`config.mk`:
```
export PLATFORM = sky130hd
export DESIGN_NAME = cic_irq_ctrl
export DESIGN_NICKNAME = d
export VERILOG_FILES = /design/src/rtl/cic_edge_latch.v /design/src/rtl/cic_irq_ctrl.v /design/src/rtl/cic_prio_enc.v
export VERILOG_INCLUDE_DIRS = /design/src /design/src/rtl
export SDC_FILE = /design/constraint.sdc
export NUM_CORES = 1
export LEC_CHECK = 0
export ABC_AREA = 1
export BUFFER_PORTS_ARGS = -buffer_cell sky130_fd_sc_hd__buf_2
export CAP_MARGIN = 10
export CORE_ASPECT_RATIO = 1.75
export CORE_MARGIN = 10
export CORE_UTILIZATION = 40
export DETAILED_ROUTE_END_ITERATION = 10
export PLACE_DENSITY = 0.68
export RECOVER_POWER = 100
export SYNTH_ARGS = -nofsm -noshare
export SYNTH_HDL_FRONTEND = slang
export SYNTH_SLANG_ARGS = --single-unit
export TNS_END_PERCENT = 30
```
`constraint.sdc`:
```
create_clock -name sys_clk -period 1.55 [get_ports sys_clk]
set_input_delay 0.2325 -clock sys_clk [delete_from_list [all_inputs] [get_ports sys_clk]]
set_output_delay 0.2325 -clock sys_clk [all_outputs]
set_load 0.005 [all_outputs]
```
`src/rtl/cic_consts.vh`:
```
// Purpose: Constants for the processor interrupt control block
// Assumes: Included by the top design file of the block
// Notes: Offsets are I/O port addresses on the core's port bus
`ifndef CIC_CONSTS_VH
`define CIC_CONSTS_VH
`define CIC_ADDR_VECTOR_LOW 8'h33
`define CIC_ADDR_TRAP_ENABLE 8'h34
`define CIC_ADDR_PIN_STATUS 8'h04
`define CIC_TE_TRAP_BIT 7
`define CIC_TE_FETCHPOS_BIT 6
`define CIC_PIN_IRQEN_BIT 3
`define CIC_PIN_FLAG_BIT 2
`define CIC_RST_VECTOR_PAGE 8'h00
`define CIC_RST_VECTOR_LOW 3'h0
`define CIC_RST_INPUT_ENABLE 3'h1
`define CIC_ADDR_NMI 16'h0066
`define CIC_ADDR_EXT_REQUEST0 16'h0038
`define CIC_ADDR_TRAP 16'h0000
`define CIC_SRC_COUNT 8
`define CIC_CODE_PIN 5'h0E
`define CIC_KIND_NONE 3'h0
`define CIC_KIND_TRAP 3'h1
`define CIC_KIND_NMI 3'h2
`define CIC_KIND_EXT_REQUEST0 3'h3
`define CIC_KIND_VECT 3'h4
`endif

```
`src/rtl/cic_edge_latch.v`:
```
// Purpose: Edge detector with a sticky latch, cleared by the consumer
// Assumes: Input is synchronous to sys_clk
// Notes: A new edge in the clear cycle keeps the latch set
`timescale 1ns/1ps
`default_nettype none
module cic_edge_latch (
    // Clock and reset
    input wire sys_clk,
    input wire reset,
    input wire clk_en,
    // Level in, latched edge out
    input wire level_in,
    input wire rise_mode,
    input wire clear,
    output reg latched_ff
);
    reg prev_ff;
    wire edge_seen;

    // Edge polarity selectable: falling for active-low pins
    assign edge_seen = rise_mode ? (level_in & ~prev_ff) : (~level_in & prev_ff);

    // Set wins over clear so no edge is lost
    always @(posedge sys_clk or posedge reset) begin
        if (reset) begin
            prev_ff <= 1'b0;
            latched_ff <= 1'b0;
        end else if (clk_en) begin
            prev_ff <= level_in;
            if (edge_seen)
                latched_ff <= 1'b1;
            else if (clear)
                latched_ff <= 1'b0;
        end
    end
endmodule // cic_edge_latch
`default_nettype wire

```
`src/rtl/cic_irq_ctrl.v`:
```
// Purpose: Interrupt control of an 8-bit core: enables, priority, vectors
// Assumes: Core signals are synchronous pulses; ext requests are active low
// Notes: Core performs the stack push and table read from the outputs
`timescale 1ns/1ps
`default_nettype none
`include "cic_consts.vh"
module cic_irq_ctrl #(
    parameter NSRC = `CIC_SRC_COUNT
) (
    // Clock, reset, enable
    input wire sys_clk,
    input wire reset,
    input wire clk_en,
    // External request pins, active low
    input wire nmi_req_n,
    input wire ext_request0_n,
    input wire ext_request1_n,
    input wire ext_request2_n,
    // Internal peripheral requests, already gated by their own enables
    input wire [4:0] periph_req, // timer 0, timer 1, DMA 0, DMA 1, serial
    // Edge input pin
    input wire edge_input_pin,
    // Core instruction events, one-cycle pulses
    input wire instr_boundary,
    input wire enable_irq_instr,
    input wire disable_irq_instr,
    input wire nonmaskable_return_instr,
    input wire irq_return_instr,
    input wire load_page_from_acc,
    input wire load_acc_from_page,
    input wire load_acc_from_refresh,
    input wire [7:0] acc_in,
    input wire undef_opcode,
    input wire undef_third_byte,
    // I/O port bus from the core
    input wire io_wr,
    input wire io_rd,
    input wire [7:0] io_addr,
    input wire [7:0] io_wdata,
    output reg [7:0] io_rdata_ff,
    // Response to the core
    output reg ack_ff,
    output reg [2:0] ack_kind_ff,
    output reg [15:0] target_addr_ff,
    output reg vector_fetch_ff,
    output reg dma_master_enable_clr_ff,
    output reg parity_load_ff,
    output reg parity_value_ff,
    output reg [7:0] vector_page_ff,
    output reg global_irq_enable_ff,
    output reg saved_irq_enable_ff
);
    // Control state
    reg [2:0] vector_low_select_ff;
    reg [2:0] input_enable_ff; // bits 2..0: inputs 2, 1, 0
    reg trap_flag_ff;
    reg fetch_position_flag_ff;
    reg pin_irq_enable_ff;
    reg pin_flag_ff;
    reg pin_prev_ff;
    reg pin_edge_ff;
    wire nmi_pending;
    wire nmi_clear;
    wire [NSRC-1:0] vect_req;
    wire vect_any;
    wire [4:0] vect_code;
    wire pin_rise;
    wire ext_request0_live;
    wire take_trap;
    wire take_nmi;
    wire take_ext_request0;
    wire take_vect;
    wire wr_trap_enable;
    wire wr_vector_low;
    wire rd_pin_status;
    wire pin_taken;

    // Port decode; shared by read and write paths
    function is_addr;
        input [7:0] a;
        input [7:0] want;
        begin
            is_addr = (a == want);
        end
    endfunction

    assign wr_trap_enable = io_wr & is_addr(io_addr, `CIC_ADDR_TRAP_ENABLE);
    assign wr_vector_low = io_wr & is_addr(io_addr, `CIC_ADDR_VECTOR_LOW);
    assign rd_pin_status = io_rd & is_addr(io_addr, `CIC_ADDR_PIN_STATUS);
    assign pin_rise = edge_input_pin & ~pin_prev_ff;

    // Nonmaskable edge latch, cleared when accepted
    cic_edge_latch u_nmi_latch (
        .sys_clk(sys_clk),
        .reset(reset),
        .clk_en(clk_en),
        .level_in(nmi_req_n),
        .rise_mode(1'b0),
        .clear(nmi_clear),
        .latched_ff(nmi_pending)
    );

    // Gated vectored requests in priority order; global enable gates all
    // Lowest index ranks highest: in1, in2, timers, DMA, serial, pin
    assign vect_req = {NSRC{global_irq_enable_ff}} & {
        pin_edge_ff & pin_irq_enable_ff,
        periph_req,
        ~ext_request2_n & input_enable_ff[2],
        ~ext_request1_n & input_enable_ff[1]};

    // Registered winner; one cycle of pipeline eases timing.
    // The pipeline means a source masked by a port write can still win for one
    // cycle; clear the global flag first when masking a single source.
    // The choice is only used on an instruction boundary.
    cic_prio_enc #(
        .N(NSRC)
    ) u_prio (
        .sys_clk(sys_clk),
        .reset(reset),
        .clk_en(clk_en),
        .req(vect_req),
        .any_ff(vect_any),
        .code_ff(vect_code)
    );

    // Input 0 needs both global and own enable
    assign ext_request0_live = ~ext_request0_n & input_enable_ff[0] & global_irq_enable_ff;

    // Trap first regardless of enables, then NMI, EXT_REQUEST0, vectored
    assign take_trap = undef_opcode;
    assign take_nmi = ~take_trap & nmi_pending & instr_boundary;
    assign take_ext_request0 = ~take_trap & ~nmi_pending & instr_boundary & ext_request0_live;
    assign take_vect = ~take_trap & ~nmi_pending & ~ext_request0_live & instr_boundary
        & vect_any & global_irq_enable_ff;
    assign nmi_clear = take_nmi;

    // The pin request is dropped only when its own vector is taken
    assign pin_taken = take_vect & (vect_code == `CIC_CODE_PIN);

    // Response outputs, one-cycle pulses
    // Target holds until the next acknowledge, so the core may pick it up late
    always @(posedge sys_clk or posedge reset) begin
        if (reset) begin
            ack_ff <= 1'b0;
            ack_kind_ff <= `CIC_KIND_NONE;
            target_addr_ff <= 16'h0000;
            vector_fetch_ff <= 1'b0;
            dma_master_enable_clr_ff <= 1'b0;
        end else if (clk_en) begin
            ack_ff <= take_trap | take_nmi | take_ext_request0 | take_vect;
            vector_fetch_ff <= take_vect;
            dma_master_enable_clr_ff <= take_nmi;
            if (take_trap) begin
                ack_kind_ff <= `CIC_KIND_TRAP;
                target_addr_ff <= `CIC_ADDR_TRAP;
            end else if (take_nmi) begin
                ack_kind_ff <= `CIC_KIND_NMI;
                target_addr_ff <= `CIC_ADDR_NMI;
            end else if (take_ext_request0) begin
                ack_kind_ff <= `CIC_KIND_EXT_REQUEST0;
                target_addr_ff <= `CIC_ADDR_EXT_REQUEST0;
            end else if (take_vect) begin
                ack_kind_ff <= `CIC_KIND_VECT;
                target_addr_ff <= {vector_page_ff, vector_low_select_ff, vect_code};
            end else begin
                ack_kind_ff <= `CIC_KIND_NONE;
            end
        end
    end

    // Enable flags; entry events take precedence over instructions
    // An instruction event in a trap cycle is dropped; the core never issues both
    always @(posedge sys_clk or posedge reset) begin
        if (reset) begin
            global_irq_enable_ff <= 1'b0;
            saved_irq_enable_ff <= 1'b0;
        end else if (clk_en) begin
            if (take_trap) begin
                global_irq_enable_ff <= global_irq_enable_ff;
            end else if (take_nmi) begin
                saved_irq_enable_ff <= global_irq_enable_ff;
                global_irq_enable_ff <= 1'b0;
            end else if (take_ext_request0 | take_vect) begin
                global_irq_enable_ff <= 1'b0;
                saved_irq_enable_ff <= 1'b0;
            end else if (nonmaskable_return_instr) begin
                global_irq_enable_ff <= saved_irq_enable_ff;
            end else if (enable_irq_instr) begin
                global_irq_enable_ff <= 1'b1;
                saved_irq_enable_ff <= 1'b1;
            end else if (disable_irq_instr) begin
                global_irq_enable_ff <= 1'b0;
                saved_irq_enable_ff <= 1'b0;
            end
        end
    end

    // Parity flag load from saved enable; enables untouched
    always @(posedge sys_clk or posedge reset) begin
        if (reset) begin
            parity_load_ff <= 1'b0;
            parity_value_ff <= 1'b0;
        end else if (clk_en) begin
            parity_load_ff <= load_acc_from_page | load_acc_from_refresh;
            parity_value_ff <= saved_irq_enable_ff;
        end
    end

    // Vector page: only the accumulator path writes it, no port decode
    always @(posedge sys_clk or posedge reset) begin
        if (reset)
            vector_page_ff <= `CIC_RST_VECTOR_PAGE;
        else if (clk_en && load_page_from_acc)
            vector_page_ff <= acc_in;
    end

    // Port-written registers and trap flags; trap set beats clear
    always @(posedge sys_clk or posedge reset) begin
        if (reset) begin
            vector_low_select_ff <= `CIC_RST_VECTOR_LOW;
            input_enable_ff <= `CIC_RST_INPUT_ENABLE;
            trap_flag_ff <= 1'b0;
            fetch_position_flag_ff <= 1'b0;
            pin_irq_enable_ff <= 1'b0;
        end else if (clk_en) begin
            if (wr_vector_low)
                vector_low_select_ff <= io_wdata[7:5];
            if (wr_trap_enable)
                input_enable_ff <= io_wdata[2:0];
            if (take_trap) begin
                trap_flag_ff <= 1'b1;
                fetch_position_flag_ff <= undef_third_byte;
            end else if (wr_trap_enable && !io_wdata[`CIC_TE_TRAP_BIT]) begin
                trap_flag_ff <= 1'b0;
            end
            if (io_wr && is_addr(io_addr, `CIC_ADDR_PIN_STATUS))
                pin_irq_enable_ff <= io_wdata[`CIC_PIN_IRQEN_BIT];
        end
    end

    // Edge pin flag: set while high, read-while-low clears
    always @(posedge sys_clk or posedge reset) begin
        if (reset) begin
            pin_prev_ff <= 1'b0;
            pin_flag_ff <= 1'b0;
            pin_edge_ff <= 1'b0;
        end else if (clk_en) begin
            pin_prev_ff <= edge_input_pin;
            if (edge_input_pin | pin_rise)
                pin_flag_ff <= 1'b1;
            else if (rd_pin_status)
                pin_flag_ff <= 1'b0;
            // A rise while enabled is held until taken; a new rise beats the clear
            if (pin_rise & pin_irq_enable_ff)
                pin_edge_ff <= 1'b1;
            else if (pin_taken)
                pin_edge_ff <= 1'b0;
        end
    end

    // Registered read data; unmapped ports read zero
    // The pin status read returns the flag in the same cycle that clears it
    always @(posedge sys_clk or posedge reset) begin
        if (reset) begin
            io_rdata_ff <= 8'h00;
        end else if (clk_en) begin
            io_rdata_ff <= 8'h00;
            if (io_rd && is_addr(io_addr, `CIC_ADDR_VECTOR_LOW))
                io_rdata_ff <= {vector_low_select_ff, 5'h00};
            else if (io_rd && is_addr(io_addr, `CIC_ADDR_TRAP_ENABLE))
                io_rdata_ff <= {trap_flag_ff, fetch_position_flag_ff, 3'h0, input_enable_ff};
            else if (rd_pin_status)
                io_rdata_ff <= {4'h0, pin_irq_enable_ff, pin_flag_ff, 2'h0};
        end
    end
endmodule // cic_irq_ctrl
`default_nettype wire

```
`src/rtl/cic_prio_enc.v`:
```
// Purpose: Fixed-priority pick among the vectored sources
// Assumes: Bit 0 is the highest priority source
// Notes: Output is registered; low code is index times two
`timescale 1ns/1ps
`default_nettype none
module cic_prio_enc #(
    parameter N = 8
) (
    // Clock and reset
    input wire sys_clk,
    input wire reset,
    input wire clk_en,
    // Requests and registered choice
    input wire [N-1:0] req,
    output reg any_ff,
    output reg [4:0] code_ff
);
    integer i;
    reg found;
    reg [4:0] nxt_code;

    // Lowest index wins
    always @* begin
        found = 1'b0;
        nxt_code = 5'h00;
        for (i = N - 1; i >= 0; i = i - 1) begin
            if (req[i]) begin
                found = 1'b1;
                nxt_code = {i[3:0], 1'b0};
            end
        end
    end

    always @(posedge sys_clk or posedge reset) begin
        if (reset) begin
            any_ff <= 1'b0;
            code_ff <= 5'h00;
        end else if (clk_en) begin
            any_ff <= found;
            code_ff <= nxt_code;
        end
    end
endmodule // cic_prio_enc
`default_nettype wire
```
==> summary.txt, run 1 <==
Hold path
  – Hold Path Class: input pin to flip-flop

Job
  – MaxCap Viol Count: 0

Setup path
  – Setup CP Type: flip-flop to flip-flop
  – CP Data Required Time: 1750 ps
  – CP Max Fanout: 30
  – Crit-path slowest cell: dfstp_2
  – Max incr delay on CP: around 530 ps
  – CP delay by family, top: simple AND/OR/NAND/NOR gates
  – Crit-path cells: nand3_1, nor2_4, nor2_1, nand2_4, nand2_8, nand2_1, o21ai_0
  – Worst setup SP type: flip-flop
  – CP Capture Type: flip-flop
  – Worst EP arrival: approximately 1600 ps
  – Buf/Inv on CP: 0

STA
  – Fmax: about 710 MHz
  – Final min period: roughly 1400 ps
  – Slew Viols, Final: 0
  – Final Hold Fails: 0
  – Setup Skew: between 2 and 3 ps
  – Total Neg Setup Slack: 0 ps
  – Measured slew at the worst slew-check pin: around 790 ps
  – Period utilization: 0.9068
  – Slew headroom: 0.4733
  – Min setup slack post-route: between 100 and 150 ps
  – Setup violations, final: 0
  – RSZ-0062 raised after global routing: no

Drt
  – First-pass detailed-route iteration total: 4
  – Residual DRC: 0
  – Wire length per cell: 14.52 µm
  – WL final: between 7000 and 8000 µm
  – Final ANT Viol Nets: 0
  – DRT iter0 DRCs: 68
  – Routed vias/inst: 4.824
  – DR vias: ~2,400

Finish
  – # diodes: 0
  – Area grow syn2layout: 29.94%
  – Fin nets: 461
  – Most common cell after layout, fill and taps aside: nand2_1
  – Most frequent cells in the layout: nand2_1 (109), buf_2 (60), dfrtp_1 (57)
  – Share of cells above drive strength 1: 0.2638
  – Util after Layout: 0.5407
  – Non-Filler Instances: approximately 500

Yosys
  – Post-Syn Instances: about 310
  – Netlist Area Pre-Place: roughly 0.0027 mm²
  – Number of synthesized flops with an enable pin: 0
  – Sequential area share after synthesis: 0.5299
  – Synth Warn #: 0
  – Syn_area_per_cell: between 8 and 9 µm²
  – Asr flop ratio synth: 1.000
  – Post-synthesis register bit count: 58
  – Commonest register cell after synthesis: dfrtp_1
  – Library cells used by synthesis: 32

Floorplan
  – Initial Util: 0.4161
  – Core ar.: about 0.0066 mm²
  – Die H: 129.5 µm
  – Die X: approximately 83 µm
  – Io pins: about 90
  – Die area: around 0.011 mm²
  – FP Rows: 39

Pwr
  – Clock share of power: 0.485
  – Psw: ~1200 µW
  – Comb power frac: 0.138
  – Part of the power in registers: 0.377
  – Design internal power: 3607 µW
  – Pwr Total: about 4800 µW
  – Power Density: ~1300 mW/mm²
  – Switch share: 0.2435
  – LEAKAGE: about 0.0018 µW
  – Worst IR Drop VDD: about 0.59 mV

Place
  – Placer Congestion: ~0.84
  – Port-buffer cells: 86
  – Placed Cells: ~480
  – Post-Place Worst Slack: ~19 ps
  – HPWL after DPL: approximately 5600 µm

GRT
  – Initial antenna violation count: 0
  – First-pass GRT wire length: 11,370 µm
  – Gr usage total: 0.1387
  – Overflow left after global routing: 0
  – Vias in the first global route: ~2,400
  – Largest net degree at the start of global routing: between 50 and 60

Clock network
  – Clock tree buffer depth: 2
  – Post-CTS setup repair buffer count: 0
  – Clk sinks: between 50 and 60
  – Skew-Pair Late Insertion Delay: 330 ps
  – CTS buffer count: 9
  – TritonCTS clock tree: done
  – H-tree lvl count: 3
  – Reg clk slew, reported paths: about 50 ps
  – CTS Root Cell: clkbuf_16

Status
  – Status: finished clean
## kinds of logic after synthesis
logic type / Yosys count / share of synthesized area
DFF: 58 / 0.5299
buffers and inverters: 30 / 0.05613
and+or+nand+nor: 169 / 0.2711
muxes: 9 / 0.03697
AOI/OAI and AO/OA: 44 / 0.1045
other: 1 / 0.001368
## worst min-delay path: cells and delay by family
kind / cells / cell delay (ps)
buffers and inverters: 1 / 70
AO/OA/AOI/OAI: 1 / 60
AND/OR/NAND/NOR: 1 / 50
## final timing paths
check	from	endpoint	slack, ps	cells past startpoint
worst min register to register	target_addr_ff[3]$_DFFE_PP0P_	target_addr_ff[3]$_DFFE_PP0P_	470	2
min in group asynchronous	reset	target_addr_ff[6]$_DFFE_PP0P_	710	4
max in group asynchronous	reset	u_nmi_latch.prev_ff$_DFFE_PP0P_	310	4
worst max register to register	input_enable_ff[0]$_DFFE_PP1P_	target_addr_ff[2]$_DFFE_PP0P_	140	7
worst min-delay path	load_acc_from_page	parity_load_ff$_DFFE_PP0P_	130	3
worst max-delay path	input_enable_ff[0]$_DFFE_PP1P_	target_addr_ff[2]$_DFFE_PP0P_	140	7
## synthesized netlist by cell type, types with 2 or more instances
cell      instances  area, µm²
a21oi_1           6      30.03
a31oi_1           5      31.28
buf_4             2      15.01
buf_6             3      33.78
clkbuf_1          3      11.26
dfrtp_1          57       1426
inv_1            18      67.56
mux2_2            9      101.4
nand2_1         108      405.4
nand2_4           2      22.52
nand3_1          22      110.1
nand4_1           2      12.51
nor2_1           25      93.84
nor2_4            2      22.52
o21ai_0          16      80.08
o21ai_2          14      122.6
or2_2             2      12.51
## state kept, by name, indices dropped and copies added (netlist names), 3 cells and up
name / flops
ack_kind_ff: 3
input_enable_ff: 3
io_rdata_ff: 7
target_addr_ff: 15
u_prio.code_ff: 3
vector_low_select_ff: 3
vector_page_ff: 8
## per-layer routing
layer | share of wire | up-vias | track usage | wire length [µm]
li1 | - | 1216 | - | -
met1 | 0.37 | 1103 | 0.1402 | 2713
met2 | 0.52 | 73 | 0.2395 | 3770
met3 | 0.083 | 15 | 0.04986 | 599
met4 | 0.022 | 0 | 0.07221 | 162
met5 | 0 | - | 0 | 0
## area by class of cell
| class | instances | area (µm²) |
|---|---|---|
| inverter | 19 | 75.07 |
| timing repair buffer | 100 | 483.0 |
| fill | 648 | 3025 |
| sequential | 58 | 1453 |
| multi-input combinational | 224 | 1096 |
| clock buffer | 11 | 252.7 |
| clock inverter | 5 | 100.1 |
| tap | 82 | 102.6 |
## metrics by stage
step                cell area (µm²)  hold WS [ps]
floorplan                      2749         325.3
detailed placement             3309         337.3
finish                         3562         128.3
global placement               3309         330.9
CTS                            3672         115.8
global route                   3562         136.7
## repair_timing
item,4_1_cts,5_1_grt
hold buffers,1,0
setup endpoints to repair,0,16
hold endpoints to repair,57,0
gates resized for setup,0,1
## power by group through the flow
stage	Sequential [µW]	Combinational [µW]	Clock (µW)
global route	1820	744	2410
floorplan	1810	413	0
global placement	1810	709	0
finish	1800	657	2310
CTS	1790	729	2370
detailed placement	1820	723	0
Note: power is estimated with default switching activity, not from simulation.
==> inputs of run 2 (changes only) <==
--- a/config.mk
+++ b/config.mk
@@ -6,14 +6,14 @@
 export SDC_FILE = /design/constraint.sdc
 export NUM_CORES = 1
 export LEC_CHECK = 0
-export ABC_AREA = 1
+export ABC_AREA = 0
 export BUFFER_PORTS_ARGS = -buffer_cell sky130_fd_sc_hd__buf_2
 export CAP_MARGIN = 10
 export CORE_ASPECT_RATIO = 1.75
 export CORE_MARGIN = 10
 export CORE_UTILIZATION = 40
 export DETAILED_ROUTE_END_ITERATION = 10
-export PLACE_DENSITY = 0.68
+export PLACE_DENSITY = 0.69
 export RECOVER_POWER = 100
 export SYNTH_ARGS = -nofsm -noshare
 export SYNTH_HDL_FRONTEND = slang
==> run 2 against run 1 <==
Compared with the run above:
- the run now ends with setup timing left
- via count shrank 7.8%
- sequential power is essentially flat
- register-to-register slack lost 160 ps
- routed wire length grew 0.39%
- area after synthesis shrank 4.2%
- count of clock-buffer cells in the layout grew 2
- combinational power grew 5.6%
- non-clock buffer count grew 10
- critical path type unchanged
- critical endpoint is now target_addr_ff[3]$_DFFE_PP0P_
==> summary.txt, run 2 <==
STA
  – Setup Skew: around 5.2 ps
  – Measured slew at the worst slew-check pin: between 600 and 700 ps
  – Setup violations, final: 2
  – Min setup slack post-route: -18.01 ps
  – Final min period: approximately 1600 ps
  – RSZ-0062 raised after global routing: yes
  – Final Hold Fails: 0
  – Total Neg Setup Slack: -27.75 ps
  – Period utilization: 1.012
  – Slew Viols, Final: 0
  – Slew headroom: 0.5471
  – Fmax: between 600 and 700 MHz

Place
  – HPWL after DPL: around 5700 µm
  – Placer Congestion: about 0.8
  – Port-buffer cells: 86

Floorplan
  – Initial Util: 0.4079
  – FP Rows: 39
  – Die X: 81.27 µm
  – Die area: 0.01034 mm²
  – Die H: about 130 µm
  – Core ar.: 0.006441 mm²
  – Io pins: 91

Clock network
  – Clock tree buffer depth: 2
  – CTS buffer count: 9
  – Reg clk slew, reported paths: 50 ps
  – H-tree lvl count: 3
  – CTS Root Cell: clkbuf_16
  – Clk sinks: 58
  – Skew-Pair Late Insertion Delay: 320 ps
  – TritonCTS clock tree: done

Pwr
  – Worst IR Drop VDD: between 0.6 and 0.7 mV
  – Pwr Total: 4507 µW
  – Power Density: 1237 mW/mm²
  – LEAKAGE: between 0.0015 and 0.002 µW

Setup path
  – Worst setup SP type: flip-flop
  – CP Capture Type: flip-flop
  – CP Max Fanout: 4
  – CP Data Required Time: between 1500 and 2000 ps
  – Worst EP arrival: 1770 ps
  – Crit-path cells: and4bb_2, nand3_2, a21oi_4, buf_12, mux2_4
  – Crit-path slowest cell: dfrtp_1
  – Setup CP Type: flip-flop to flip-flop
  – Max incr delay on CP: ~390 ps

Yosys
  – Sequential area share after synthesis: 0.5529
  – Library cells used by synthesis: between 40 and 50
  – Post-synthesis register bit count: 58
  – Cell taking the most area after synthesis: dfrtp_1
  – Post-Syn Instances: around 240
  – Top-count cell post-synth: dfrtp_1
  – Top cells by area, synth: dfrtp_1 (54%), mux2_2 (6.4%), mux2i_1 (4.6%), inv_1 (3.9%), nand2_1 (2.9%)
  – Synth top area share: 0.5429
  – Most frequent cells after synthesis: dfrtp_1 (57), inv_1 (27), nand2_1 (20)
  – Syn_area_per_cell: approximately 11 µm²
  – Netlist Area Pre-Place: approximately 0.0026 mm²
  – Commonest register cell after synthesis: dfrtp_1
  – Asr flop ratio synth: 1.000
  – Number of synthesized flops with an enable pin: 0
  – Synth Warn #: 0

Drt
  – Met2 routed WL: about 4000 µm
  – Wl on met1: around 2600 µm
  – Routed vias/inst: slightly above 5
  – DR WL met3: between 400 and 500 µm
  – First-pass detailed-route iteration total: 4
  – Top Metal Used: met4
  – Final ANT Viol Nets: 0
  – WL final: 7274 µm
  – Wire length per cell: ~17 µm
  – DR vias: 2,220
  – DRT iter0 DRCs: ~130
  – Residual DRC: 0

Finish
  – Most common cell after layout, fill and taps aside: dfrtp_1
  – Most frequent cells in the layout: dfrtp_1 (57), buf_2 (55), clkbuf_1 (34)
  – Share of cells above drive strength 1: 0.3484
  – # diodes: 0
  – Area grow syn2layout: 38.62%
  – Fillers: between 600 and 700
  – Fin nets: just under 400
  – Biggest regs: target_addr_ff (15), vector_page_ff (8), io_rdata_ff (7)
  – Top reg by flops: target_addr_ff
  – Max reg flops: 15

GRT
  – First-pass GRT wire length: around 12,000 µm
  – Gr usage total: 0.1452
  – Overflow left after global routing: 0
  – Initial antenna violation count: 0
  – Largest net degree at the start of global routing: 34
  – Vias in the first global route: about 2,500

Status
  – Status: finished, violations left
  – Failing checks: setup timing

Job
  – MaxCap Viol Count: 0

Hold path
  – Hold Path Class: input pin to flip-flop
run 2: cell types whose count changed after synthesis, sizes merged, moves of 8 or more:
cell	before	now
inv	19	27
nor2	29	8
mux2	9	21
mux2i	0	12
nand2	111	20
o21ai	30	14
nand3	23	5
run 2: layer usage:
| metal | GRT usage | vias up |
|---|---|---|
| met4 | 0.06141 | 0 |
| met2 | 0.2592 | 74 |
| li1 | - | 1050 |
| met3 | 0.05056 | 11 |
| met1 | 0.1453 | 1085 |
| met5 | 0 | - |
run 2: worst paths after layout:
kind	from	slack (ps)	depth (start not counted)	to
max	u_nmi_latch.latched_ff$_DFFE_PP0P_	-20	5	target_addr_ff[3]$_DFFE_PP0P_
min	nmi_req_n	110	2	u_nmi_latch.latched_ff$_DFFE_PP0P_
max reg2reg	u_nmi_latch.latched_ff$_DFFE_PP0P_	-20	5	target_addr_ff[3]$_DFFE_PP0P_
min reg2reg	pin_prev_ff$_DFFE_PP0P_	460	1	pin_edge_ff$_DFFE_PP0P_
max in group asynchronous	reset	140	4	target_addr_ff[6]$_DFFE_PP0P_
min in group asynchronous	reset	520	3	u_prio.code_ff[2]$_DFFE_PP0P_
run 2: area by class of cell:
class	count	area (µm²)	area share
Inverter	27	102.6	0.02817
Clock buffer	13	270.3	0.07420
Clock inverter	2	35.03	0.009619
Tap cell	82	102.6	0.02817
Sequential cell	58	1453	0.3988
Timing Repair Buffer	110	589.3	0.1618
Multi-Input combinational cell	143	1090	0.2992
run 2: logic make-up after synthesis:
kind of cell           count (synthesis)  share of synthesized area
other                                  1                   0.001427
flip-flops                            58                     0.5529
buffers and inverters                 36                    0.05667
multiplexers                          33                     0.1400
AND/OR/NAND/NOR                       55                     0.1129
AO/OA/AOI/OAI                         53                     0.1362
run 2: critical path, delay by kind of cell (launching register included):
family          cells  cell delay, ps
flops               1             390
buf+inv             1             130
mux                 1             290
simple gates        2             430
compound gates      1             200
run 2: where the power goes:
group / total [µW] / switching [µW] / internal (µW)
logic: 694 / 356 / 338
registers: 1800 / 112 / 1690
clock network: 2010 / 652 / 1360
total: 4510 / 1120 / 3390
run 2: timing repair:
item,4_1_cts,5_1_grt
hold buffers,1,0
hold endpoints to repair,13,0
pin swaps,3,2
buffers inserted,1,0
resized for setup,2,6
endpoints found under the setup margin,15,17
run 2: stage by stage:
step                cells  area, µm²  utilization  setup slack [ps]  hold slack [ps]
floorplan             237       2668            -            -201.5            325.3
global placement      418       3334       0.5177            -315.6            228.8
detailed placement    418       3334       0.5177            -343.4            235.4
CTS                   435       3677       0.5709            -8.816            111.9
global route          435       3642       0.5655            -77.85            123.5
finish                435       3642       0.5655            -18.01            111.9
==> inputs of run 3 (changes only) <==
--- a/config.mk
+++ b/config.mk
@@ -12,8 +12,9 @@
 export CORE_ASPECT_RATIO = 1.75
 export CORE_MARGIN = 10
 export CORE_UTILIZATION = 40
+export CTS_CLUSTER_SIZE = 30
 export DETAILED_ROUTE_END_ITERATION = 10
-export PLACE_DENSITY = 0.69
+export PLACE_DENSITY = 0.66
 export RECOVER_POWER = 100
 export SYNTH_ARGS = -nofsm -noshare
 export SYNTH_HDL_FRONTEND = slang
==> constraint.sdc (replaced) <==
create_clock -name sys_clk -period 1.6 [get_ports sys_clk]
set_input_delay 0.24 -clock sys_clk [delete_from_list [all_inputs] [get_ports sys_clk]]
set_output_delay 0.24 -clock sys_clk [all_outputs]
set_load 0.005 [all_outputs]
==> run 3 against run 2 <==
Compared with the run above:
- the flow now finishes without violations
- largest cell class unchanged
- non-clock buffer count fell by 1
- routed wire length fell by 2.1%
- total power fell by 1.0%
- register-to-register slack improved by 70 ps
- fmax rose by 0.97%
- first-iteration DRC count fell by 32%
- critical endpoint is now target_addr_ff[7]$_DFFE_PP0P_
- die area did not move
==> summary.txt, run 3 (same netlist as run 2, synthesis figures left out) <==
Status
  – Status: finished clean

Finish
  – Fin nets: slightly below 400
  – # diodes: 0
  – Share of cells above drive strength 1: 0.4448
  – Fillers: roughly 590
  – Most common cell after layout, fill and taps aside: buf_2
  – Area grow syn2layout: 40.14%
  – Max reg flops: 15
  – Post-route cell area: between 0.003 and 0.004 mm²
  – Biggest regs: target_addr_ff (15), vector_page_ff (8), io_rdata_ff (7)
  – Util after Layout: 0.5717
  – Most frequent cells in the layout: buf_2 (86), dfrtp_1 (57), inv_1 (26)
  – Top reg by flops: target_addr_ff

Clock network
  – Skew-Pair Late Insertion Delay: 330 ps
  – CTS Root Cell: clkbuf_16
  – Clk sinks: 58
  – Clock tree buffer depth: 2
  – CTS buffer count: 9
  – TritonCTS clock tree: done
  – Reg clk slew, reported paths: approximately 50 ps
  – H-tree lvl count: 3

Setup path
  – CP Max Fanout: 5
  – Worst Setup SP: u_nmi_latch.latched_ff$_DFFE_PP0P_
  – Max incr delay on CP: 390 ps
  – Worst setup SP type: flip-flop
  – Buf/Inv on CP: 1
  – R2R depth: 5
  – Crit-path slowest cell: dfrtp_1
  – R2r endpoint: target_addr_ff[7]$_DFFE_PP0P_
  – CP Data Required Time: 1840 ps
  – Crit-path cells: and4bb_2, nand3_2, a21oi_4, buf_4, mux2i_1
  – CP delay by family, top: simple AND/OR/NAND/NOR gates
  – CP Capture Type: flip-flop
  – R2R setup slack: 50 ps
  – Worst EP arrival: 1800 ps
  – Setup CP Type: flip-flop to flip-flop
  – Launch point of the worst reg-to-reg path: u_nmi_latch.latched_ff$_DFFE_PP0P_

GRT
  – First-pass GRT wire length: ~11,000 µm
  – Vias in the first global route: roughly 2,400
  – Initial antenna violation count: 0
  – Largest net degree at the start of global routing: 34
  – Overflow left after global routing: 0
  – Gr usage total: 0.1432

STA
  – Min Hold Slack: about 120 ps
  – Setup violations, final: 0
  – Setup Skew: ~5.9 ps
  – Slew Viols, Final: 0
  – Period utilization: 0.9706
  – Final min period: between 1500 and 2000 ps
  – RSZ-0062 raised after global routing: yes
  – Final Hold Fails: 0
  – Fmax: around 640 MHz
  – Measured slew at the worst slew-check pin: 716.1 ps
  – Slew headroom: 0.5199

Floorplan
  – Die H: around 130 µm
  – FP Rows: 39
  – Die X: between 80 and 90 µm
  – Initial Util: 0.4079
  – Io pins: ~90
  – Core ar.: roughly 0.0064 mm²
  – Die area: ~0.010 mm²

Drt
  – Residual DRC: 0
  – WL final: just over 7000 µm
  – First-pass detailed-route iteration total: 4
  – Routed vias/inst: roughly 5.0
  – Wire length per cell: 16.37 µm
  – Final ANT Viol Nets: 0
  – DR vias: between 2,000 and 2,500
  – DRT iter0 DRCs: 90

Place
  – Placer Congestion: ~0.8
  – Placed inst area: between 0.003 and 0.004 mm²
  – Port-buffer cells: 86
  – HPWL after DPL: about 5600 µm

Pwr
  – LEAKAGE: between 0.0015 and 0.002 µW
  – Pwr Total: roughly 4500 µW
  – Worst IR Drop VDD: approximately 0.52 mV
  – Power Density: approximately 1200 mW/mm²

Hold path
  – Hold Path Class: input pin to flip-flop
  – Hold depth: 2
  – Hold path endpoint: u_nmi_latch.latched_ff$_DFFE_PP0P_
  – Hold Crit Start: nmi_req_n

Job
  – MaxCap Viol Count: 0
==> run 3: cell types whose count changed in the layout (fill, tap and decap cells not counted), sizes merged <==
| cell | change |
|---|---|
| clkbuf | -38 |
| buf | +34 |
| clkinv | +3 |
| bufinv | +1 |
==> run 3: how the worst max path moves through the flow <==
stage,to,slack [ps],cells past startpoint
6_report,target_addr_ff[7]$_DFFE_PP0P_,50,5
5_1_grt,target_addr_ff[11]$_DFFE_PP0P_,-20,5
4_1_cts,target_addr_ff[11]$_DFFE_PP0P_,8,5
3_5_place_dp,pin_irq_enable_ff$_DFFE_PP0P_,-320,7
3_3_place_gp,pin_irq_enable_ff$_DFFE_PP0P_,-290,7
2_1_floorplan,input_enable_ff[1]$_DFFE_PP0P_,-160,3
==> run 3: area by class of cell <==
| class | instances | area (µm²) | area share |
|---|---|---|---|
| multi-input cells | 143 | 1080 | 0.2932 |
| repair buffers | 109 | 625.6 | 0.1699 |
| inverters | 27 | 102.6 | 0.02786 |
| flip-flops and latches | 58 | 1453 | 0.3945 |
| well taps | 82 | 102.6 | 0.02786 |
| clock buffers | 10 | 239.0 | 0.06490 |
| clock inverters | 6 | 80.08 | 0.02175 |
==> run 3: where the power goes <==
part / leakage (µW) / switching [µW] / total, µW / internal [µW]
Combinational: 0.000953 / 339 / 684 / 345
Clock: 0.000162 / 648 / 2040 / 1390
Sequential: 0.000734 / 104 / 1740 / 1630
Total: 0.00185 / 1090 / 4460 / 3370
==> run 3: through the flow <==
| step | TNS (ps) | cells | setup slack, ps |
|---|---|---|---|
| 2_1_floorplan | -1346 | 237 | -159.0 |
| 3_3_place_gp | -2666 | 417 | -291.1 |
| 3_5_place_dp | -3315 | 417 | -315.6 |
| 4_1_cts | 0 | 434 | 8.037 |
| 5_1_grt | -50.82 | 435 | -17.70 |
| 6_report | 0 | 435 | 47.07 |
==> run 3: timing repair <==
| action | CTS | global route |
|---|---|---|
| pin swaps | 0 | 2 |
| hold buffers | 1 | 0 |
| setup endpoints to repair | 13 | 13 |
| gates resized for setup | 1 | 7 |
| buffers inserted | 0 | 1 |
| endpoints found under the hold margin | 13 | 0 |
==> run 3: worst reg2reg max path: cells and delay by family, from the launching register on <==
| kind | cells | cell delay, ps |
|---|---|---|
| and+or+nand+nor | 2 | 430 |
| DFF | 1 | 390 |
| AOI/OAI and AO/OA | 1 | 260 |
| buffers and inverters | 1 | 200 |
| muxes | 1 | 200 |
==> run 3: per-layer routing <==
| metal | vias to the layer above | track usage | share of wire |
|---|---|---|---|
| met1 | 1040 | 0.1483 | 0.38 |
| met2 | 63 | 0.2471 | 0.53 |
| li1 | 1050 | - | - |
| met3 | 11 | 0.04213 | 0.065 |
| met4 | 0 | 0.07881 | 0.023 |
| met5 | - | 0 | 0 |
